<file path="src/include/srw_consts.svh">
/*
 Constants for the reset supervisor with watchdog: timing figures and derived cycle counts.
 Assumes a 20 MHz system clock.
*/
`ifndef SRW_CONSTS_SVH
`define SRW_CONSTS_SVH
`define SRW_CLK_HZ 20000000
`define SRW_MIN_PULSE_NS 150
`define SRW_MIN_PULSE_CYC ((`SRW_MIN_PULSE_NS * 20 + 999) / 1000)
`define SRW_RESET_CYC_DEF 32'd800000
`define SRW_WDOG_CYC_DEF 32'd32000000
`define SRW_CNT_W 32
`endif

</file>
<file path="src/include/srw_pkg.sv">
/*
 Types for the reset supervisor with watchdog.
 Assumes the constants header is available on the include path.
*/
package srw_pkg;
	typedef enum logic [1:0] {
		SRW_ST_HOLD,
		SRW_ST_TIMEOUT,
		SRW_ST_RUN
	} srw_state_type;

	typedef struct packed {
		logic reset_n;
		logic reset;
	} srw_reset_out_type;
endpackage

</file>
<file path="src/rtl/srw_supervisor.sv">
/*
 Reset supervisor with watchdog: generates active-low and active-high resets for a processor.
 Assumes manual reset and watchdog inputs are synchronous to clk; supply comparator arrives as an asynchronous digital level.
*/
// Functional notes
// - Reset output goes low on supply low, manual reset low, or watchdog expiry.
// - After each cause clears, reset stays asserted for the full reset timeout.
// - Active-high reset output mirrors the active-low one with the same timing.
// - Reset holds while manual reset is low, then a further full timeout.
// - Watchdog input must toggle within timeout, else a timed reset is issued.
// - Watchdog counter clears on reset, manual reset, and any watchdog input edge.
// - Watchdog counter is held at zero during reset and restarts from zero as soon as reset releases.
// - Watchdog pulses of 150 ns or longer count as valid edges.
`timescale 1ns/1ps
`include "srw_consts.svh"

module srw_supervisor #(
	parameter logic [`SRW_CNT_W-1:0] RESET_CYC = `SRW_RESET_CYC_DEF,
	parameter logic [`SRW_CNT_W-1:0] WDOG_CYC = `SRW_WDOG_CYC_DEF
) (
	input wire logic clk,
	input wire logic rst_n,
	input wire logic supply_low,
	input wire logic manual_reset_n,
	input wire logic watchdog_kick_in,
	output srw_pkg::srw_reset_out_type reset_out
);
	import srw_pkg::*;

	logic supply_low_s1_r;
	logic supply_low_s2_r;
	logic kick_prev_r;
	logic kick_edge;
	logic hold_cause;
	logic wdog_expire;
	srw_state_type state_r;
	logic [`SRW_CNT_W-1:0] rst_cnt_r;
	logic [`SRW_CNT_W-1:0] wdog_cnt_r;
	srw_reset_out_type out_r;

	// Two-stage synchroniser for the comparator level; first stage feeds only the second
	always_ff @(posedge clk or negedge rst_n) begin
		if (!rst_n) begin
			supply_low_s1_r <= 1'b1;
			supply_low_s2_r <= 1'b1;
		end else begin
			supply_low_s1_r <= supply_low;
			supply_low_s2_r <= supply_low_s1_r;
		end
	end

	// Single-cycle sampling catches any pulse of 150 ns (3 cycles) or longer
	always_ff @(posedge clk or negedge rst_n) begin
		if (!rst_n) begin
			kick_prev_r <= 1'b0;
		end else begin
			kick_prev_r <= watchdog_kick_in;
		end
	end

	assign kick_edge = watchdog_kick_in ^ kick_prev_r;
	assign hold_cause = supply_low_s2_r || !manual_reset_n;
	assign wdog_expire = (state_r == SRW_ST_RUN) && (wdog_cnt_r >= WDOG_CYC - 1'b1) && !kick_edge;

	// Reset sequencer: hold while a cause is present, then count the timeout
	always_ff @(posedge clk or negedge rst_n) begin
		if (!rst_n) begin
			state_r <= SRW_ST_HOLD;
			rst_cnt_r <= '0;
		end else begin
			case (state_r)
				SRW_ST_HOLD: begin
					rst_cnt_r <= '0;
					if (!hold_cause) begin
						state_r <= SRW_ST_TIMEOUT;
					end
				end
				SRW_ST_TIMEOUT: begin
					if (hold_cause) begin
						state_r <= SRW_ST_HOLD;
						rst_cnt_r <= '0;
					end else if (rst_cnt_r >= RESET_CYC - 1'b1) begin
						state_r <= SRW_ST_RUN;
						rst_cnt_r <= '0;
					end else begin
						rst_cnt_r <= rst_cnt_r + 1'b1;
					end
				end
				SRW_ST_RUN: begin
					rst_cnt_r <= '0;
					if (hold_cause) begin
						state_r <= SRW_ST_HOLD;
					end else if (wdog_expire) begin
						// Expiry goes straight to the timed phase; no cause remains to hold on
						state_r <= SRW_ST_TIMEOUT;
					end
				end
				default: begin
					state_r <= SRW_ST_HOLD;
					rst_cnt_r <= '0;
				end
			endcase
		end
	end

	// Watchdog counter only runs while reset is released
	always_ff @(posedge clk or negedge rst_n) begin
		if (!rst_n) begin
			wdog_cnt_r <= '0;
		end else if (state_r != SRW_ST_RUN || hold_cause || kick_edge) begin
			wdog_cnt_r <= '0;
		end else if (wdog_expire) begin
			wdog_cnt_r <= '0;
		end else begin
			wdog_cnt_r <= wdog_cnt_r + 1'b1;
		end
	end

	// Outputs are registered; asserted unless next state is running
	always_ff @(posedge clk or negedge rst_n) begin
		if (!rst_n) begin
			out_r <= '{reset_n: 1'b0, reset: 1'b1};
		end else begin
			if (state_r == SRW_ST_RUN && !hold_cause && !wdog_expire) begin
				out_r <= '{reset_n: 1'b1, reset: 1'b0};
			end else if (state_r == SRW_ST_TIMEOUT && !hold_cause && rst_cnt_r >= RESET_CYC - 1'b1) begin
				out_r <= '{reset_n: 1'b1, reset: 1'b0};
			end else begin
				out_r <= '{reset_n: 1'b0, reset: 1'b1};
			end
		end
	end

	assign reset_out = out_r;
endmodule

</file>
<file path="config.mk">
export PLATFORM = sky130hd
export DESIGN_NAME = srw_supervisor
export DESIGN_NICKNAME = d
export VERILOG_FILES = /design/src/include/srw_pkg.sv /design/src/rtl/srw_supervisor.sv
export VERILOG_INCLUDE_DIRS = /design/src /design/src/include
export SDC_FILE = /design/constraint.sdc
export NUM_CORES = 1
export LEC_CHECK = 0
export BUFFER_PORTS_ARGS = -buffer_cell sky130_fd_sc_hd__buf_2
export CAP_MARGIN = 5
export CORE_MARGIN = 2
export CORE_UTILIZATION = 43
export DETAILED_ROUTE_END_ITERATION = 7
export PLACE_DENSITY = 0.64
export SETUP_SLACK_MARGIN = 0.3
export SLEW_MARGIN = 40
export SYNTH_ARGS = -nofsm -noshare
export SYNTH_HDL_FRONTEND = slang
export SYNTH_SLANG_ARGS = --single-unit
</file>
<file path="constraint.sdc">
create_clock -name clk -period 3.8 [get_ports clk]
set_input_delay 0.57 -clock clk [delete_from_list [all_inputs] [get_ports clk]]
set_output_delay 0.57 -clock clk [all_outputs]
set_load 0.01 [all_outputs]
</file>
# Word-level counts from Yosys, hierarchy flattened
# Cells that the tools add are included.
# classes
n_addsub	2
n_lt_le_gt_ge	2
eq_ne	6
n_mux	13
bitwise	1
reduce_logical	15
# ops
operator	count
$mux W32	5
$add A32 B1 Y32 const B	2
$ge A32 B20 Y1 const B	1
$ge A32 B25 Y1 const B	1
$mux W2	7
$logic_and A1 B1 Y1	6
$ne A3 B3 Y1 const B	2
$pmux W2 S3	1
$logic_not A1 Y1	4
$ne A2 B2 Y1 const B	2
$logic_or A1 B1 Y1	3
$reduce_and A3 Y1	1
$eq A2 B1 Y1 const B	1
$eq A2 B2 Y1 const B	1
$logic_not A2 Y1	1
$xor A1 B1 Y1	1
# word_totals
register_bits	71
in_bits	5
word_cells	47

# Longest topological paths before layout
# Gate-level depths: netlist of the first run.
# depth
ltp_word	7
ltp_mapped	7

# Worst setup path before layout of the first run
# Ideal clock, no wire load.
# synth_timing
path_kind	register -> register
startpoint	register wdog_cnt_r[0]
endpoint	register wdog_cnt_r[10]
setup_time_ns	0.119
arrival_ns	1.520
t_required_ns	3.681
setup_slack_ns	2.161
path_stages_with_launch	8
period_less_slack_ns	1.639
path_cell_list	dfrtp_1 -> ha_1 -> nand3_2 -> nor2_4 -> a311oi_2 -> o21ai_2 -> buf_6 -> nor2_1
# synth_via
elab_chain_len	5
elab_cells_between_ends	6
# synth_lines
item	line	source
from (decl)	srw_supervisor.sv:38	logic [`SRW_CNT_W-1:0] wdog_cnt_r;
from (signal assigned)	srw_supervisor.sv:115	wdog_cnt_r <= wdog_cnt_r + 1'b1;
$ge A32 B25 Y1	srw_supervisor.sv:63	assign wdog_expire = (state_r == SRW_ST_RUN) && (wdog_cnt_r >= WDOG_CYC - 1'b1) && !kick_edge;
$logic_and A1 B1 Y1 (2 in series)	srw_supervisor.sv:63	
$mux W32 *	srw_supervisor.sv:112	end else if (wdog_expire) begin
$mux W32 *	srw_supervisor.sv:110	end else if (state_r != SRW_ST_RUN || hold_cause || kick_edge) begin
# Mark *: on every way between the ends. The rest lies on a longest branch, timed or not.
# A chain may end at the register's enable or synchronous reset.

# Worst setup path after layout of the first run
# layout_timing
startpoint	register rst_cnt_r[0]
endpoint	register rst_cnt_r[8]
# layout_via
elab_chain_len	4
elab_cells_between_ends	5
# layout_lines
item	line	source
from (decl)	srw_supervisor.sv:37	logic [`SRW_CNT_W-1:0] rst_cnt_r;
from (signal assigned)	srw_supervisor.sv:86	rst_cnt_r <= rst_cnt_r + 1'b1;
$add A32 B1 Y32 / $ge A32 B20 Y1 (equally long branches)	srw_supervisor.sv:86, srw_supervisor.sv:82	
$mux W32 *	srw_supervisor.sv:82	end else if (rst_cnt_r >= RESET_CYC - 1'b1) begin
$mux W32 *	srw_supervisor.sv:79	if (hold_cause) begin
$mux W32 *	srw_supervisor.sv:71	case (state_r)
# Marked as above.

==> reports/qor.yml, run 1 <==
run_status:
  status: "completed"
placed_design:
  dpl-instance-area_mm2: 0.003251
  dp_hpwl_um: 3137
  port_buffers: 6
  dp.cells: 382
  gp_congestion: 0.7903
logic_synthesis:
  yosysUniqueCellTypes: 39
  synth_cells: 265
  yosysSeqAreaShare_pct: 58.18
  ys_warn_count: 0
  synth_edf_count: 0
  synthTopCellsByCount: "dfrtp_1 (68), nor2_1 (54), xor2_1 (27)"
  syn-mean-instance-area_um2: 11.55
  synthArstFlopShare_pct: 100.0
  synth_most_common_cell: "dfrtp_1"
  synth-main-ff-cell: "dfrtp_1"
  syn_area_mm2: 0.003060
  synth_seq_cells: 71
  synth_top_area_share_pct: 55.60
  netlist.top_cell.by_area: "dfrtp_1"
  synth.area.top_cells: "dfrtp_1 (56%), xor2_1 (7.7%), nor2_1 (6.6%), xnor2_1 (4.3%), nand3_1 (2.6%)"
power:
  p_sw_share_pct: 23.13
  seq_power_share_pct: 54.9
  power_density_mw_per_mm2: 408.8
  peakVddDrop_mv: 0.2543
  p_int_mw: 1.086
  p_leak_nw: 1.451
  p_total_mw: 1.412
  combPwrFrac_pct: 2.1
  clkPwrFrac_pct: 43.1
  switchingPower_mw: 0.3266
flow_run:
  cap_viol_max_count: 0
global_routing:
  grtUsageTotal_pct: 14.51
  antenna_found_initial: 0
  grt_max_degree: 42
  grt_first_pass_wirelength_um: 8556
  grt_pass1_vias: 1861
  grt-ovfl-total: 0
setup_path:
  cpPeakStageDelay_ps: 500
  worstPathRequired_ps: 4060
  critPathCaptureType: "flip-flop"
  cp_top_family: "simple AND/OR/NAND/NOR gates"
  critical_path_buf_inv_count: 0
  cp-start-kind: "flip-flop"
  path_cells: "ha_1 > nand4_1 > o211ai_2 > a41oi_2 > nand4_2 > nor2_1"
  crit_fanout: 20
  crit_type: "flip-flop to flip-flop"
  worst_ep_arrival_time_ps: 2370
  cp_slowest_cell: "nand4_2"
route:
  routed_wl_um: 4802
  post-route-drc-count: 0
  vias_per_cell: 4.749
  via_count: 1890
  dr.pass1.iters: 4
  first_iter_violations: 81
  wl_per_cell_um: 12.07
  ant_nets: 0
timing:
  rsz0062_at_grt: "false"
  tightest_slew_ps: 644.1
  post-route-period-util_pct: 55.60
  finClkSkew_ps: 5.715
  maxSlewViolCount: 0
  setup_viol: 0
  tns_ps: 0
  fin_hold_ws_ps: 195.4
  timing.fmax_mhz: 473.3
  hold_viol_final: 0
  layout_min_cycle_time_ps: 2113
  slew_headroom_pct: 56.90
cells_and_area:
  areaGrowthSynthToFinish_pct: 12.88
  nets: 304
  postLayoutCellArea_mm2: 0.003455
  finalNonFillerCells: 398
  nFillCells: 632
  insertedDiodeCount: 0
  drive_gt1_share_pct: 13.58
clock_tree:
  cts_tree: "done"
  htree_levels: 3
  cts_buffers: 9
  worstSkewPairLatency_ps: 340
  clk_pin_slew_ps: 80
  cts.path.max_buffers: 2
  ctsHoldBuffers: 0
  numClockSinks: 71
  cts_resized: 0
  cts_setup_buffers: 0
  root_buffer: "clkbuf_8"
min_path:
  hold_class: "primary input to async pin"
die:
  pin_count: 7
  dieArea_mm2: 0.007808
  num_rows: 30
  start_util_pct: 44.80
  die_height_um: 88.37
  die_x_um: 88.37
  coreArea_mm2: 0.006832
-- area by class of cell --
type / count / area [um2] / share of cell area (%)
Timing Repair Buffer: 7 / 40.04 / 1.159
Multi-Input combinational cell: 202 / 1287 / 37.27
Sequential cell: 71 / 1780 / 51.54
Clock buffer: 9 / 123.9 / 3.586
Tap cell: 96 / 120.1 / 3.477
Inverter: 6 / 22.52 / 0.6519
Clock inverter: 7 / 80.08 / 2.318
-- layout by cell type, fill, tap and decap left out, types with 2 or more instances in the layout --
cell,instances
and3_1,4
and4_1,2
buf_2,5
buf_4,2
clkbuf_8,9
clkinv_4,2
clkinvlp_4,2
conb_1,19
dfrtp_1,68
dfstp_2,3
ha_1,2
inv_1,6
inv_6,2
nand2_1,15
nand2b_1,2
nand3_1,16
nand4_1,9
nor2_1,54
nor3_1,7
nor4_1,4
nor4_2,2
nor4_4,3
o32ai_1,2
xnor2_1,15
xor2_1,27
-- flip-flops by register name, indices dropped and copies added (netlist names) --
| signal | count |
|---|---|
| rst_cnt_r | 32 |
| supply_low_s1_r | 1 |
| kick_prev_r | 1 |
| state_r | 2 |
| supply_low_s2_r | 1 |
| wdog_cnt_r | 32 |
| reset_out | 2 |
-- power groups by stage --
stage	Clock, mW	Combinational, mW	Sequential (mW)
floorplan	0	0.00927	0.789
global placement	0	0.0302	0.789
detailed placement	0	0.0308	0.790
CTS	0.628	0.0309	0.775
global route	0.659	0.0353	0.776
finish	0.608	0.0295	0.775
-- per-stage QoR --
stage	setup slack [ps]	util, %
final	1687	50.57
after global routing	1404	50.57
after CTS	1629	50.57
after detailed placement	1654	47.58
after global placement	1637	47.44
after floorplan	2161	-
-- metal layers --
| metal | track usage, % | up-vias | wire length (um) |
|---|---|---|---|
| li1 | - | 950 | - |
| met5 | 0 | - | 0 |
| met4 | 6.474 | 0 | 70 |
| met3 | 4.851 | 8 | 142 |
| met2 | 21.60 | 19 | 2189 |
| met1 | 19.42 | 913 | 2399 |
-- worst register-to-register path, cell delays in order, from the launching register on --
cell	delay, ps
dfrtp_1	410
ha_1	240
nand4_1	200
o211ai_2	110
a41oi_2	330
nand4_2	500
nor2_1	240
-- logic make-up after synthesis --
| family | synth area share [%] |
|---|---|
| xor+xnor | 12.02 |
| compound gates | 4.375 |
| fa+ha+maj | 0.8175 |
| flops | 58.18 |
| simple gates | 22.28 |
| other cells | 0.1225 |
| buf+inv | 2.208 |
-- worst paths after layout --
check	from	end	slack (ps)	depth (start not counted)
max	rst_cnt_r[0]$_DFF_PN0_	rst_cnt_r[8]$_DFF_PN0_	1690	6
min	rst_n	rst_cnt_r[1]$_DFF_PN0_	200	1
max reg2reg	rst_cnt_r[0]$_DFF_PN0_	rst_cnt_r[8]$_DFF_PN0_	1690	6
min reg2reg	supply_low_s1_r$_DFF_PN1_	supply_low_s2_r$_DFF_PN1_	360	0
max in group asynchronous	rst_n	supply_low_s2_r$_DFF_PN1_	2780	2
min in group clk	supply_low	supply_low_s1_r$_DFF_PN1_	320	1
No activity file was read; power rests on OpenSTA's default activity.
==> run 2: changes to the inputs <==
==> constraint.sdc (replaced) <==
create_clock -name clk -period 2 [get_ports clk]
set_input_delay 0.3 -clock clk [delete_from_list [all_inputs] [get_ports clk]]
set_output_delay 0.3 -clock clk [all_outputs]
set_load 0.01 [all_outputs]
==> run 2 against run 1 <==
Against the previous run: clock skew grew 6.0 ps; via count grew 8.5%; clock power grew 83%; register-to-register slack lost 1400 ps; critical path depth grew 1; global-route usage grew 1.1 points; core utilization grew 4.2 points; sequential power grew 90%; sequential share of layout area shrank 3.9 points; largest cell class unchanged; largest power group unchanged; highest routed layer unchanged.
==> reports/qor.yml, run 2 (synthesized netlist as in run 1, its figures left out) <==
global_routing:
  grt_max_degree: 26  # -38%
  grt_pass1_vias: 1992  # +7.0%
  grt_first_pass_wirelength_um: 9225  # +7.8%
  grtUsageTotal_pct: 15.61  # +1.1 points
  grt-ovfl-total: 0  # unchanged
  antenna_found_initial: 0  # unchanged
timing:
  hold_viol_final: 0  # unchanged
  finClkSkew_ps: 11.76  # +6.049 ps
  slew_headroom_pct: 61.34  # +4.4 points
  rsz0062_at_grt: "true"
  timing.fmax_mhz: 577.4  # +22%
  maxSlewViolCount: 0  # unchanged
  setup_viol: 0  # unchanged
  post-route-period-util_pct: 86.60  # +31 points
  tightest_slew_ps: 575.6  # -68.48 ps
  worst_slack_ps: 268.1  # -1419 ps
  tns_ps: 0  # unchanged
  layout_min_cycle_time_ps: 1732  # -380.9 ps
setup_path:
  crit_type: "flip-flop to flip-flop"
  crit_fanout: 4  # -80%
  critPathCaptureType: "flip-flop"
  path_cells: "ha_4 > nand4_1 > o211ai_2 > a41oi_2 > buf_4 > buf_6 > a32o_1"
  worstPathRequired_ps: 2240  # -1820 ps
  critical_path_buf_inv_count: 2  # +2
  cp_slowest_cell: "dfrtp_1"
  worst_ep_arrival_time_ps: 1970  # -400 ps
  cpPeakStageDelay_ps: 420  # -80 ps
  cp_top_family: "compound AO/OA/AOI/OAI gates"
  cp-start-kind: "flip-flop"
clock_tree:
  cts.path.max_buffers: 2  # unchanged
  worstSkewPairLatency_ps: 350  # about the same
  cts_tree: "done"
  clk_pin_slew_ps: 90  # about the same
  root_buffer: "clkbuf_8"
  numClockSinks: 71  # unchanged
  htree_levels: 3  # unchanged
  cts_buffers: 9  # unchanged
cells_and_area:
  reg_top3: "rst_cnt_r: 32 flops, wdog_cnt_r: 32 flops"
  drive_gt1_share_pct: 22.56  # +9.0 points
  final_common_cell: "dfrtp_1"
  nets: 330  # +8.6%
  fin_util_pct: 54.78  # +4.2 points
  nFillCells: 601  # -4.9%
  layout_common_cells: "dfrtp_1 (66), nor2_1 (54), xor2_1 (27)"
  postLayoutCellArea_mm2: 0.003742  # +8.3%
  areaGrowthSynthToFinish_pct: 22.28
  insertedDiodeCount: 0  # unchanged
route:
  dr.pass1.iters: 4  # unchanged
  post-route-drc-count: 0  # unchanged
  wl_per_cell_um: 12.79  # +6.0%
  via_count: 2050  # +8.5%
  routed_wl_um: 5423  # +13%
  ant_nets: 0  # unchanged
  first_iter_violations: 86  # +6.2%
  vias_per_cell: 4.835  # +1.8%
die:
  die_height_um: 88.37  # unchanged
  die_x_um: 88.37  # unchanged
  pin_count: 7  # unchanged
  start_util_pct: 44.80  # unchanged
  dieArea_mm2: 0.007808  # unchanged
  num_rows: 30  # unchanged
  coreArea_mm2: 0.006832  # unchanged
placed_design:
  gp_congestion: 0.7594  # -3.9%
  pre_cts_ws_ps: 139.8  # -1514 ps
  dpl-instance-area_mm2: 0.003336  # +2.6%
  port_buffers: 6  # unchanged
  dp_hpwl_um: 3308  # +5.4%
power:
  peakVddDrop_mv: 0.6074  # +140%
  p_leak_nw: 1.577  # +8.7%
  p_total_mw: 2.650  # +88%
  power_density_mw_per_mm2: 708.1  # +73%
run_status:
  status: "completed"
flow_run:
  cap_viol_max_count: 0  # unchanged
min_path:
  hold_class: "primary input to flip-flop"
-- run 2: changes by cell type in the layout (fill, tap and decap cells not counted), sizes merged --
cell	previous run	this run
buf	7	29
o21ai	2	5
dlygate4sd3	0	1
bufinv	1	0
clkinvlp	2	0
inv	8	10
clkinv	2	3
-- run 2: layer usage --
layer  wire length, um  GRT usage (%)
met5                 0              0
met1              2647          21.08
met3               188          5.597
met4                55          5.234
met2              2532          23.58
-- run 2: stage by stage --
step	hold slack, ps	cells
floorplan	4.409	283
global placement	332.7	392
detailed placement	334.9	392
CTS	27.95	418
global route	19.15	424
finish	43.20	424
-- run 2: cell type report --
| cell class | count | area, um2 | share of cell area, % |
|---|---|---|---|
| inverter | 6 | 22.52 | 0.6018 |
| tap | 96 | 120.1 | 3.210 |
| clock buffer | 9 | 123.9 | 3.310 |
| timing repair buffer | 30 | 229.0 | 6.118 |
| multi-input combinational | 205 | 1390 | 37.14 |
| sequential | 71 | 1783 | 47.64 |
| clock inverter | 7 | 73.82 | 1.973 |
-- run 2: what timing repair did --
item	in CTS	in global routing
gates resized for setup	5	9
pin swaps	27	15
hold endpoints to repair	19	0
endpoints found under the setup margin	49	49
setup buffers	7	5
gates cloned	2	1
hold buffers	1	0
-- run 2: final timing paths --
kind	from	to	slack, ps	cells after the start
max	rst_cnt_r[1]$_DFF_PN0_	state_r[0]$_DFFE_PN0P_	270	7
max in group asynchronous	rst_n	wdog_cnt_r[10]$_DFF_PN0_	870	3
min reg2reg	supply_low_s1_r$_DFF_PN1_	supply_low_s2_r$_DFF_PN1_	360	0
min	supply_low	supply_low_s1_r$_DFF_PN1_	40	1
max reg2reg	rst_cnt_r[1]$_DFF_PN0_	state_r[0]$_DFFE_PN0P_	270	7
min in group asynchronous	rst_n	rst_cnt_r[4]$_DFF_PN0_	480	2
-- run 2: where the power goes --
part	switching (mW)	total [mW]	internal [mW]
Sequential	0.0126	1.47	1.46
Clock	0.616	1.11	0.490
Combinational	0.0507	0.0695	0.0188
Total	0.679	2.65	1.97
